`src/inc/aec_pkg.sv`:
```
// shared constants for the encode and output coding block
package aec_pkg;
  localparam int DataWidth = 10;
  localparam int PipeDepth = 5;             // encode cycles from sample to output
  localparam int RelockCycles = 100;        // encode cycles to relock after a stop
  localparam real CorePeriodNs = 10.0;
  localparam real StopTimeNs = 2000.0;      // encode idle time counted as a stop
  localparam int StopCycles = int'(StopTimeNs / CorePeriodNs);
  localparam logic [9:0] CodeZeroOb = 10'h200;
  localparam logic [9:0] CodeMaxOb = 10'h3FF;
  localparam logic [9:0] CodeMinOb = 10'h000;
  localparam logic [1:0] StrapGnd = 2'h0;
  localparam logic [1:0] StrapThird = 2'h1;
  localparam logic [1:0] StrapTwoThird = 2'h2;
  localparam logic [1:0] StrapSupply = 2'h3;
  localparam logic [4:0] StatRelock = 5'h1;
endpackage

```
`src/design/aec_core.sv`:
```
// encode qualification, strap decoding, coding and output strobe
`timescale 1ns/10ps
// Function
// - offset binary: full positive all ones, zero 0x200, full negative zeros
// - two's complement: zero is zeros, 0x1FF top, 0x200 bottom
// - out of range raises overrange flag and clamps to full-scale code
// - one code step per LSB, code rises monotonically with input
// - stabilizer samples on rising edge, makes own falling edge at half
// - stabilizer tolerates 20 to 80 percent external duty
// - after long encode stop, stabilizer needs about one hundred cycles to relock
// - result of a sample appears five encode cycles later
// - data updates just after strobe rises, capture on falling edge
// - strap ground or third gives offset binary, else two's complement
// - overrange flag high only when over or under range
module aec_core #(
  parameter int StopCount = aec_pkg::StopCycles
) (
  input wire logic core_clk,
  input wire logic reset_n,
  input wire logic encode_pos_input,
  input wire logic encode_neg_input,
  input wire logic [1:0] modeStrap,
  input wire logic rangeStrap,
  input wire logic signed [11:0] analogSample,
  input wire logic [4:0] regAddr,
  input wire logic [31:0] regWrData,
  input wire logic regWrite,
  input wire logic regRead,
  output logic [31:0] regRdData,
  output logic [9:0] sample_code_bits,
  output logic overrange_flag,
  output logic sample_strobe_out,
  output logic dataValid,
  output logic twosCompMode,
  output logic stabilizerOn,
  output logic irq
);
  initial begin
    if (StopCount < 2) $error("stop count too small");
  end
  // ----------------------------------------
  // reset release and input synchronisers
  // ----------------------------------------
  logic [1:0] rstPipe;
  logic rstSync_n;
  always_ff @(posedge core_clk or negedge reset_n) begin
    if (!reset_n) rstPipe <= 2'h0;
    else rstPipe <= {rstPipe[0], 1'b1};
  end
  assign rstSync_n = rstPipe[1];

  logic encDiff;
  assign encDiff = encode_pos_input & ~encode_neg_input;
  logic encMeta, encSync, encLast;
  logic [1:0] modeMeta, modeSync;
  logic rangeMeta, rangeSync;
  // two flops on each pin input, third flop for edge detection
  always_ff @(posedge core_clk or negedge rstSync_n) begin
    if (!rstSync_n) begin
      encMeta <= 1'b0;
      encSync <= 1'b0;
      encLast <= 1'b0;
      modeMeta <= 2'h0;
      modeSync <= 2'h0;
      rangeMeta <= 1'b0;
      rangeSync <= 1'b0;
    end else begin
      encMeta <= encDiff;
      encSync <= encMeta;
      encLast <= encSync;
      modeMeta <= modeStrap;
      modeSync <= modeMeta;
      rangeMeta <= rangeStrap;
      rangeSync <= rangeMeta;
    end
  end
  logic encRise, encFall;
  assign encRise = encSync & ~encLast;
  assign encFall = ~encSync & encLast;

  // ----------------------------------------
  // strap decoding
  // ----------------------------------------
  // two's complement differs from offset binary only in the top bit; the
  // middle two strap levels also switch the stabilizer on
  function automatic logic isTwos(input logic [1:0] strap);
    return (strap == aec_pkg::StrapTwoThird) || (strap == aec_pkg::StrapSupply);
  endfunction
  function automatic logic isStab(input logic [1:0] strap);
    return (strap == aec_pkg::StrapThird) || (strap == aec_pkg::StrapTwoThird);
  endfunction
  logic twosNow, stabNow;
  assign twosNow = isTwos(modeSync);
  assign stabNow = isStab(modeSync);

  // ----------------------------------------
  // encode period measure and internal clock
  // ----------------------------------------
  logic [15:0] periodCnt, periodReg, phaseCnt;
  logic stopped;
  // measure rising to rising period, detect long stop
  always_ff @(posedge core_clk or negedge rstSync_n) begin
    if (!rstSync_n) begin
      periodCnt <= 16'h0000;
      periodReg <= 16'h0000;
      stopped <= 1'b1;
    end else if (encRise) begin
      periodCnt <= 16'h0001;
      periodReg <= periodCnt;
      stopped <= 1'b0;
    end else if (periodCnt >= 16'(StopCount)) begin
      stopped <= 1'b1;
    end else begin
      periodCnt <= periodCnt + 16'h0001;
    end
  end
  logic intClk;
  // stabilizer makes the internal falling edge at half period, ignoring the pin
  always_ff @(posedge core_clk or negedge rstSync_n) begin
    if (!rstSync_n) begin
      intClk <= 1'b0;
      phaseCnt <= 16'h0000;
    end else if (encRise) begin
      intClk <= 1'b1;
      phaseCnt <= 16'h0001;
    end else begin
      phaseCnt <= phaseCnt + 16'h0001;
      if (stabNow && (phaseCnt >= (periodReg >> 1))) intClk <= 1'b0;
      else if (!stabNow && encFall) intClk <= 1'b0;
    end
  end

  // ----------------------------------------
  // relock counting
  // ----------------------------------------
  logic [7:0] lockCnt;
  logic locked;
  // after a stop, count rising edges before results are valid
  always_ff @(posedge core_clk or negedge rstSync_n) begin
    if (!rstSync_n) begin
      lockCnt <= 8'h00;
      locked <= 1'b0;
    end else if (stopped && stabNow) begin
      lockCnt <= 8'h00;
      locked <= 1'b0;
    end else if (!stabNow) begin
      locked <= 1'b1;
    end else if (encRise && !locked) begin
      lockCnt <= lockCnt + 8'h01;
      if (lockCnt >= 8'(aec_pkg::RelockCycles - 1)) locked <= 1'b1;
    end
  end

  // ----------------------------------------
  // quantise and code one sample
  // ----------------------------------------
  logic [9:0] obCode;
  logic overNow;
  // input counts 1V range steps: a 2V range step is two of them, so shift once
  always_comb begin
    logic signed [11:0] lsb;
    lsb = rangeSync ? (analogSample >>> 1) : analogSample;
    overNow = 1'b0;
    if (lsb > 12'sd511) begin
      obCode = aec_pkg::CodeMaxOb;
      overNow = 1'b1;
    end else if (lsb < -12'sd512) begin
      obCode = aec_pkg::CodeMinOb;
      overNow = 1'b1;
    end else begin
      obCode = 10'(lsb + 12'sd512);
    end
  end
  logic [9:0] codeNow;
  assign codeNow = twosNow ? {~obCode[9], obCode[8:0]} : obCode;

  logic [10:0] pipeOut;
  // one extra stage: a word leaves the pipe on the strobe that follows the
  // fifth rise after its sample, since the strobe lags the shifting rise
  aec_pipe #(.Width(11), .Depth(aec_pkg::PipeDepth + 1)) uPipe (
    .core_clk(core_clk),
    .rstSync_n(rstSync_n),
    .shiftEn(encRise),
    .dataIn({overNow, codeNow}),
    .dataOut(pipeOut)
  );

  // ----------------------------------------
  // outputs
  // ----------------------------------------
  logic intClkLast;
  always_ff @(posedge core_clk or negedge rstSync_n) begin
    if (!rstSync_n) intClkLast <= 1'b0;
    else intClkLast <= intClk;
  end
  // strobe is the delayed internal clock; data change on the same clock edge as its rise
  always_ff @(posedge core_clk or negedge rstSync_n) begin
    if (!rstSync_n) begin
      sample_strobe_out <= 1'b0;
      sample_code_bits <= 10'h000;
      overrange_flag <= 1'b0;
      dataValid <= 1'b0;
    end else begin
      sample_strobe_out <= intClkLast;
      if (intClkLast && !sample_strobe_out) begin
        sample_code_bits <= pipeOut[9:0];
        overrange_flag <= pipeOut[10];
        dataValid <= locked;
      end
    end
  end
  always_ff @(posedge core_clk or negedge rstSync_n) begin
    if (!rstSync_n) begin
      twosCompMode <= 1'b0;
      stabilizerOn <= 1'b0;
    end else begin
      twosCompMode <= twosNow;
      stabilizerOn <= stabNow;
    end
  end

  // ----------------------------------------
  // status, mask, interrupt and register port
  // ----------------------------------------
  localparam logic [4:0] AddrStatus = 5'h00;
  localparam logic [4:0] AddrMask = 5'h04;
  localparam logic [4:0] AddrState = 5'h08;
  logic [1:0] statusReg, maskReg, evt;
  logic lockedLast;
  always_ff @(posedge core_clk or negedge rstSync_n) begin
    if (!rstSync_n) lockedLast <= 1'b0;
    else lockedLast <= locked;
  end
  assign evt = {overNow & encRise, locked & ~lockedLast};
  // sticky events, set wins over write-one clear
  always_ff @(posedge core_clk or negedge rstSync_n) begin
    if (!rstSync_n) statusReg <= 2'h0;
    else if (regWrite && regAddr == AddrStatus) statusReg <= (statusReg & ~regWrData[1:0]) | evt;
    else statusReg <= statusReg | evt;
  end
  always_ff @(posedge core_clk or negedge rstSync_n) begin
    if (!rstSync_n) maskReg <= 2'h0;
    else if (regWrite && regAddr == AddrMask) maskReg <= regWrData[1:0];
  end
  always_ff @(posedge core_clk or negedge rstSync_n) begin
    if (!rstSync_n) irq <= 1'b0;
    else irq <= |(statusReg & maskReg);
  end
  // read data one cycle after the strobe, zero for unmapped addresses
  always_ff @(posedge core_clk or negedge rstSync_n) begin
    if (!rstSync_n) regRdData <= 32'h0000_0000;
    else if (regRead) begin
      case (regAddr)
        AddrStatus: regRdData <= {30'h0, statusReg};
        AddrMask: regRdData <= {30'h0, maskReg};
        AddrState: regRdData <= {28'h0, rangeSync, locked, stabNow, twosNow};
        default: regRdData <= 32'h0000_0000;
      endcase
    end else regRdData <= 32'h0000_0000;
  end

  // ----------------------------------------
  // checks
  // ----------------------------------------
  // helper: input above positive full scale in the selected range
  function automatic logic lsbOver();
    logic signed [11:0] v;
    v = rangeSync ? (analogSample >>> 1) : analogSample;
    return v > 12'sd511;
  endfunction
  // helper: input below negative full scale in the selected range
  function automatic logic lsbUnder();
    logic signed [11:0] v;
    v = rangeSync ? (analogSample >>> 1) : analogSample;
    return v < -12'sd512;
  endfunction

  // registered format flag follows the synchronised strap
  a_mode_decode: assert property (@(posedge core_clk) disable iff (!rstSync_n)
    ##1 twosCompMode == $past(twosNow)) else $error("mode decode wrong");

  // input beyond positive full scale flags and clamps to the top code
  a_clamp_flag: assert property (@(posedge core_clk) disable iff (!rstSync_n)
    lsbOver() |-> (overNow && obCode == aec_pkg::CodeMaxOb))
    else $error("overrange not flagged");
  a_clamp_under: assert property (@(posedge core_clk) disable iff (!rstSync_n)
    lsbUnder() |-> (overNow && obCode == aec_pkg::CodeMinOb))
    else $error("underrange not flagged");

  // output word only moves together with a strobe rise
  a_data_step: assert property (@(posedge core_clk) disable iff (!rstSync_n)
    $changed(sample_code_bits) |-> $rose(sample_strobe_out)) else $error("data moved off strobe");

  // flag only beside a full-scale word, in either coding
  a_flag_only: assert property (@(posedge core_clk) disable iff (!rstSync_n)
    overrange_flag |-> (sample_code_bits[8:0] == 9'h1FF || sample_code_bits[8:0] == 9'h000))
    else $error("flag without full scale");

  // registered stabilizer flag follows the synchronised strap
  a_stab_mode: assert property (@(posedge core_clk) disable iff (!rstSync_n)
    ##1 stabilizerOn == $past(stabNow)) else $error("stabilizer decode wrong");

  // a stopped encode with the stabilizer on drops lock on the next edge
  a_stop_unlock: assert property (@(posedge core_clk) disable iff (!rstSync_n)
    (stopped && stabNow) |=> !locked) else $error("lock kept over a stop");

  // lock returns only after the full relock count of encode rises
  a_relock_count: assert property (@(posedge core_clk) disable iff (!rstSync_n)
    ($rose(locked) && stabNow) |-> (lockCnt == 8'(aec_pkg::RelockCycles)))
    else $error("relock too early");

  // interrupt output is the registered or of the unmasked sticky bits
  a_irq_level: assert property (@(posedge core_clk) disable iff (!rstSync_n)
    ##1 irq == $past(|(statusReg & maskReg))) else $error("interrupt level wrong");

  // an overrange event sets its sticky bit even beside a clearing write
  a_ovr_sticky: assert property (@(posedge core_clk) disable iff (!rstSync_n)
    evt[1] |=> statusReg[1]) else $error("overrange event lost");

  // main scenarios
  c_over: cover property (@(posedge core_clk) $rose(overrange_flag));
  c_lock: cover property (@(posedge core_clk) $rose(locked));
  c_twos: cover property (@(posedge core_clk) twosCompMode && $rose(sample_strobe_out));
  c_stop: cover property (@(posedge core_clk) stopped && stabNow);
  c_under: cover property (@(posedge core_clk) overNow && obCode == aec_pkg::CodeMinOb);
endmodule

```
`src/design/aec_pipe.sv`:
```
// delay line for result words, output from a register
`timescale 1ns/10ps
module aec_pipe #(
  parameter int Width = 11,
  parameter int Depth = 5
) (
  input wire logic core_clk,
  input wire logic rstSync_n,
  input wire logic shiftEn,
  input wire logic [Width-1:0] dataIn,
  output logic [Width-1:0] dataOut
);
  initial begin
    if (Depth < 1) $error("depth must be at least one");
  end
  logic [Width-1:0] stage [Depth];
  // shift one stage per sample
  always_ff @(posedge core_clk or negedge rstSync_n) begin
    if (!rstSync_n) begin
      for (int i = 0; i < Depth; i++) stage[i] <= '0;
    end else if (shiftEn) begin
      stage[0] <= dataIn;
      for (int i = 1; i < Depth; i++) stage[i] <= stage[i-1];
    end
  end
  assign dataOut = stage[Depth-1];
endmodule

```
`config.mk`:
```
export PLATFORM = sky130hd
export DESIGN_NAME = aec_core
export DESIGN_NICKNAME = d
export VERILOG_FILES = /design/src/inc/aec_pkg.sv /design/src/design/aec_core.sv /design/src/design/aec_pipe.sv
export SDC_FILE = /design/constraint.sdc
export NUM_CORES = 1
export LEC_CHECK = 0
export BUFFER_PORTS_ARGS = -buffer_cell sky130_fd_sc_hd__buf_2
export CAP_MARGIN = 20
export CORE_MARGIN = 3
export CORE_UTILIZATION = 45
export CTS_CLUSTER_DIAMETER = 150
export DETAILED_ROUTE_END_ITERATION = 8
export PLACE_DENSITY = 0.62
export SYNTH_ARGS = -nofsm -noshare
export SYNTH_HDL_FRONTEND = slang
export SYNTH_SLANG_ARGS = --single-unit
```
`constraint.sdc`:
```
create_clock -name core_clk -period 7.4 [get_ports core_clk]
set_input_delay 0.37 -clock core_clk [delete_from_list [all_inputs] [get_ports core_clk]]
set_output_delay 0.37 -clock core_clk [all_outputs]
set_load 0.02 [all_outputs]
```
==> flow_summary_export.csv, run 1 <==
group,metric,value,unit
routing,drt_iter0_markers,236,
pwr,sw_frac_of_total,0.276,
pwr,combPwrFrac,0.160,
critical_path,crit_chain,"nor2b_4, buf_4, nand2_1, o21ai_0",
cts,clk_path_buf_depth,2,
timing,relSlewSlack,0.377,
routing,routed_wl,12200,um
yosys,ys_types,53,
global_route,grt_pass1_wl,21700,um
global_route,grt_max_degree,92,
timing,max_freq,449,MHz
timing,min_period,2.23,ns
timing,setup_ws,5.17,ns
critical_path,crit_family,"buffers and inverters",
critical_path,critical_path_arrival,2.56,ns
hold_path,hold_path_class,"in -> reg",
yosys,ys_top_cells_by_area,"dfrtp_1 57%, nand2_1 12%, ha_1 3.7%",
cts,cts-root-buf,"clkbuf_16",
pwr,pwr-share-seq,0.471,
finish,layout.nets,823,
global_route,grt_usage,0.159,
routing,drt_pass1_iterations,4,
finish,design_area,0.00794,mm^2
yosys,synthArstFlopShare,1.00,
global_route,grt_pass1_vias,4528,
timing,finalCritPeriodShare,0.301,
cts,cts_setup_buffers,0,
cts,holdBufCountCts,1,
yosys,synth_top_area_share,0.571,
cts,cts_tree,"built",
pwr,p_per_area,305,mW/mm^2
routing,wl_met3,508,um
critical_path,cp-end-kind,"flip-flop",
timing,worst_pin_slew,0.935,ns
place,portBuffers,47,
global_route,antenna_found_initial,0,
timing,setup_viol,0,
yosys,syn_area,0.00701,mm^2
critical_path,cp_slowest_cell,"buf_4",
place,placedCellCount,907,
die,dieArea,0.0171,mm^2
die,start_util,0.472,
cts,worstSkewPairLatency,0.42,ns
finish,num_antenna_cells,0,
yosys,synth_area_leader_cell,"dfrtp_1",
critical_path,critical-path-max-stage-delay,0.77,ns
timing,finalClockSkew,0.0103,ns
pwr,p_leak,4.06,nW
place,place_ws,5.11,ns
critical_path,path_class,"reg -> reg",
routing,vias,4658,
finish,syn2layout_area_growth,13.3,%
die,die_x,131,um
yosys,synthCells,699,
place,routabilityCongestion,0.770,
cts,cts.reportedPaths.clkPinSlew,0.06,ns
yosys,seq_area_frac_synth,0.575,
status,status,"finished, final reports clean",
die,fp-row-count,44,
finish,final_cell_mix,"217 x nand2_1, 159 x dfrtp_1, 47 x buf_2, 45 x nor2_1",
critical_path,crit_buf_inv,1,
timing,maxSlewViolCount,0,
pwr,p_sw,0.669,mW
place,placed_area,0.00729,mm^2
routing,wl_met2,5460,um
yosys,yosys_warnings,0,
cts,clock-sinks,161,
timing,finalHoldViolCount,0,
routing,vias_per_cell,4.95,
finish,final_common_cell,"nand2_1",
routing,drc,0,
yosys,yosys_most_used_dff,"dfrtp_1",
timing,rsz0062_at_grt,"no",
flow_run,drv_cap,0,
place,dp_hpwl,8000,um
finish,postLayoutCoreUtil,0.534,
die,dieHeight,131,um
timing,tns,0,ns
global_route,gr-total-overflow,0,
timing,hold_ws,0.0553,ns
routing,ant_nets,0,
critical_path,critPathLaunchType,"flip-flop",
pwr,total_power,2.42,mW
yosys,synth_edf_count,0,
yosys,synth_area_per_cell,10.0,um^2
yosys,ys_ff_latch,161,
routing,routed.top_layer,"met4",
pwr,p_clk_frac,0.370,
die,io_pins,106,
finish,drive_gt1_frac,0.140,
routing,drt-met1-wl,6030,um
pwr,p_int,1.75,mW
cts,cts_max_level,4,
critical_path,required,7.73,ns
finish,final_cells,941,
critical_path,crit_path_max_fanout,91,
cts,post_cts_resized,0,
pwr,peakVddDrop,0.191,mV
routing,wl_per_cell,12.9,um
cts,cts_inserted_buffers,17,
die,core,0.0149,mm^2
==> synthesized netlist by cell type (2+ instances only) <==
library cell and number:
nand3_1 9, nor2b_1 6, nand2_1 217, ha_1 21, a211oi_1 2, dfrtp_1 160, nor3_1 5, and2_1 9
buf_2 2, xnor2_1 7, nand4_1 8, nor2_1 45, mux2i_1 11, and3_1 4, and4_1 2, inv_1 25
conb_1 2, mux2_2 13, nor4_4 2, or4_1 2, a2111oi_0 2, or3_1 3, xor2_1 15, clkbuf_1 16
a21oi_1 12, o211ai_1 3, buf_6 2, o22a_1 8, a22o_1 2, o21ai_0 29, buf_4 28, buf_1 5
nand2b_1 2
==> power groups by stage <==
stage          registers [mW]  clock network [mW]  logic, mW
3_5_place_dp             1.16                   0      0.390
4_1_cts                  1.14               0.922      0.392
3_3_place_gp             1.15                   0      0.379
5_1_grt                  1.16               0.961      0.446
6_report                 1.14               0.895      0.386
2_1_floorplan            1.18                   0      0.259
==> state kept, by name (all words and copies together), names as in the netlist, 2 cells and up <==
name              count
lockCnt               8
maskReg               2
modeMeta              2
modeSync              2
periodCnt            16
periodReg            15
phaseCnt             16
regRdData             4
rstPipe               2
sample_code_bits     10
statusReg             2
uPipe.dataOut        11
uPipe.stage          55
==> cell type report <==
| type | count | area (um^2) |
|---|---|---|
| fillers | 1332 | 6920 |
| repair buffers | 52 | 295 |
| clock buffers | 21 | 460 |
| clock inverters | 11 | 150 |
| inverters | 25 | 93.8 |
| multi-input cells | 487 | 2680 |
| well taps | 184 | 230 |
| flip-flops and latches | 161 | 4030 |
==> worst paths after layout <==
kind,end,cells after the start,startpoint,slack (ns)
max,periodReg[5],4,encSync,5.17
min in group asynchronous,rstPipe[1],2,reset_n,0.26
min,modeMeta[0],1,modeStrap[0],0.06
min reg2reg,rangeSync,0,rangeMeta,0.35
max reg2reg,periodReg[5],4,encSync,5.17
max in group asynchronous,uPipe.stage[42],2,rstPipe[1],5.71
==> per-layer routing <==
metal  vias up  global-route usage
met2        87               0.242
met5         -                   0
li1       2326                   -
met1      2230               0.219
met3        15              0.0443
met4         0              0.0563
==> logic make-up (layout without fill, tap and decap cells) <==
kind of cell | count (synthesis) | after routing | share of synthesized area
fa+ha+maj | 21 | 21 | 0.0375
simple gates | 323 | 323 | 0.200
flops | 161 | 161 | 0.575
xor+xnor | 22 | 22 | 0.0275
buf+inv | 78 | 109 | 0.0592
mux | 24 | 24 | 0.0366
compound gates | 68 | 68 | 0.0632
other cells | 2 | 29 | 0.00107
Power figures use the tool's default switching activity.
==> run 2, diff against run 1 <==
clock period = 2.2 ns   (was 7.4 ns; I/O delays follow)
==> flow_summary_export.csv, run 2 (synthesis results as in run 1) <==
group,metric,value,unit
status,status,"finished, final reports clean",
timing,finalCritPeriodShare,0.903,
pwr,pwr-share-seq,0.468,
die,core,0.0149,mm^2
finish,drive_gt1_frac,0.140,
pwr,combPwrFrac,0.166,
cts,cts_max_level,4,
place,routabilityCongestion,0.817,
die,fp-row-count,44,
critical_path,critPathLaunchType,"flip-flop",
routing,vias,4772,
finish,register_area,0.00403,mm^2
cts,clk_path_buf_depth,2,
pwr,p_clk_frac,0.365,
critical_path,r2r_cells,5,
hold_path,hold_path_class,"in -> reg",
cts,worstSkewPairLatency,0.42,ns
critical_path,cp-end-kind,"flip-flop",
timing,finalClockSkew,0.00725,ns
pwr,peakVddDrop,0.575,mV
place,dp_hpwl,8260,um
critical_path,crit_path_max_fanout,6,
finish,syn2layout_area_growth,15.3,%
finish,multi_input_area,0.00268,mm^2
global_route,grt_usage,0.160,
pwr,p_per_area,1010,mW/mm^2
timing,hold_ws,0.0192,ns
pwr,p_leak,4.13,nW
finish,largest_reg_flops,55,
timing,worst_pin_slew,0.668,ns
critical_path,required,2.51,ns
routing,wl_per_cell,13.2,um
pwr,sw_frac_of_total,0.275,
timing,relSlewSlack,0.554,
pwr,p_sw,2.24,mW
cts,clock-sinks,161,
timing,finalHoldViolCount,0,
finish,max_flop_register,"uPipe.stage",
timing,max_freq,503,MHz
routing,drt_pass1_iterations,4,
routing,vias_per_cell,5.00,
place,placedCellCount,911,
timing,rsz0062_at_grt,"no",
routing,drc,0,
pwr,p_int,5.91,mW
die,dieHeight,131,um
critical_path,critical_path_arrival,2.29,ns
timing,maxSlewViolCount,0,
critical_path,rr_startpoint,"phaseCnt[2]",
finish,num_antenna_cells,0,
critical_path,rrSetupSlack,0.21,ns
critical_path,r2r_end,"intClk",
critical_path,cp-startpoint,"phaseCnt[2]",
routing,ant_nets,0,
finish,layout.nets,836,
cts,cts-root-buf,"clkbuf_16",
global_route,grt_pass1_wl,21900,um
routing,drt_iter0_markers,275,
timing,setup_viol,0,
timing,min_period,1.99,ns
critical_path,path_class,"reg -> reg",
finish,final_common_cell,"nand2_1",
timing,tns,0,ns
finish,largest_registers,"uPipe.stage: 55 flops, periodCnt: 16 flops, phaseCnt: 16 flops",
die,start_util,0.472,
die,dieArea,0.0171,mm^2
place,portBuffers,47,
finish,fillerInstances,1316,
global_route,antenna_found_initial,0,
die,die_x,131,um
cts,cts_inserted_buffers,17,
global_route,grt_pass1_vias,4752,
flow_run,drv_cap,0,
cts,cts.reportedPaths.clkPinSlew,0.06,ns
die,io_pins,106,
critical_path,cp-endpoint,"intClk",
finish,final_cells,954,
finish,final_cell_mix,"217 x nand2_1, 159 x dfrtp_1, 47 x buf_2, 45 x nor2_1",
global_route,gr-total-overflow,0,
routing,routed_wl,12600,um
cts,cts_tree,"built",
global_route,grt_max_degree,94,
run 2: metrics by stage:
stage          worst slack, ns  instance area [um^2]  power, mW  utilization
5_1_grt                 0.0678                  8080       8.61        0.544
2_1_floorplan            0.456                  7120       4.83            -
4_1_cts                  0.154                  8080       8.23        0.544
6_report                 0.213                  8080       8.15        0.544
3_3_place_gp             0.194                  7370       5.17        0.496
3_5_place_dp             0.203                  7370       5.22        0.496
run 2: layout make-up:
type                       count  area share
clock buffer                  22      0.0574
clock inverter                10      0.0164
inverter                      25      0.0116
multi-input combinational    487       0.331
sequential                   161       0.499
tap                          184      0.0285
timing repair buffer          65      0.0554
run 2: how the worst min path moves through the flow:
stage	start	endpoint	slack (ns)	depth (start not counted)
global route	regRead	regRdData[1]	0.03	3
global placement	reset_n	rstPipe[0]	-0.10	1
finish	regRead	regRdData[1]	0.02	3
detailed placement	reset_n	rstPipe[0]	-0.10	1
floorplan	reset_n	rstPipe[0]	-0.19	0
CTS	regRead	regRdData[1]	0.0006	3
run 2: worst max-delay path, cell delays in order (launching register included):
cell and delay (ns):
dfrtp_1 0.45, ha_1 0.33, o211ai_1 0.10, a2111oi_1 0.49
o2111ai_1 0.18, a221o_1 0.32
run 2: routing by layer:
| layer | routed length, um | track usage |
|---|---|---|
| met3 | 688 | 0.0407 |
| met2 | 6040 | 0.263 |
| met4 | 148 | 0.0665 |
| met1 | 5690 | 0.203 |
| met5 | 0 | 0 |
run 2: timing repair:
item / 4_1_cts / 5_1_grt
endpoints found under the setup margin: 0 / 1
endpoints found under the hold margin: 12 / 0
buffers inserted: 0 / 0
resized for setup: 0 / 1
hold buffers: 11 / 0
run 2: power by group through the flow:
stage | sequential, mW | combinational [mW] | clock, mW
2_1_floorplan | 3.96 | 0.871 | 0
3_3_place_gp | 3.85 | 1.32 | 0
3_5_place_dp | 3.87 | 1.35 | 0
4_1_cts | 3.82 | 1.38 | 3.04
5_1_grt | 3.90 | 1.56 | 3.16
6_report | 3.81 | 1.36 | 2.98
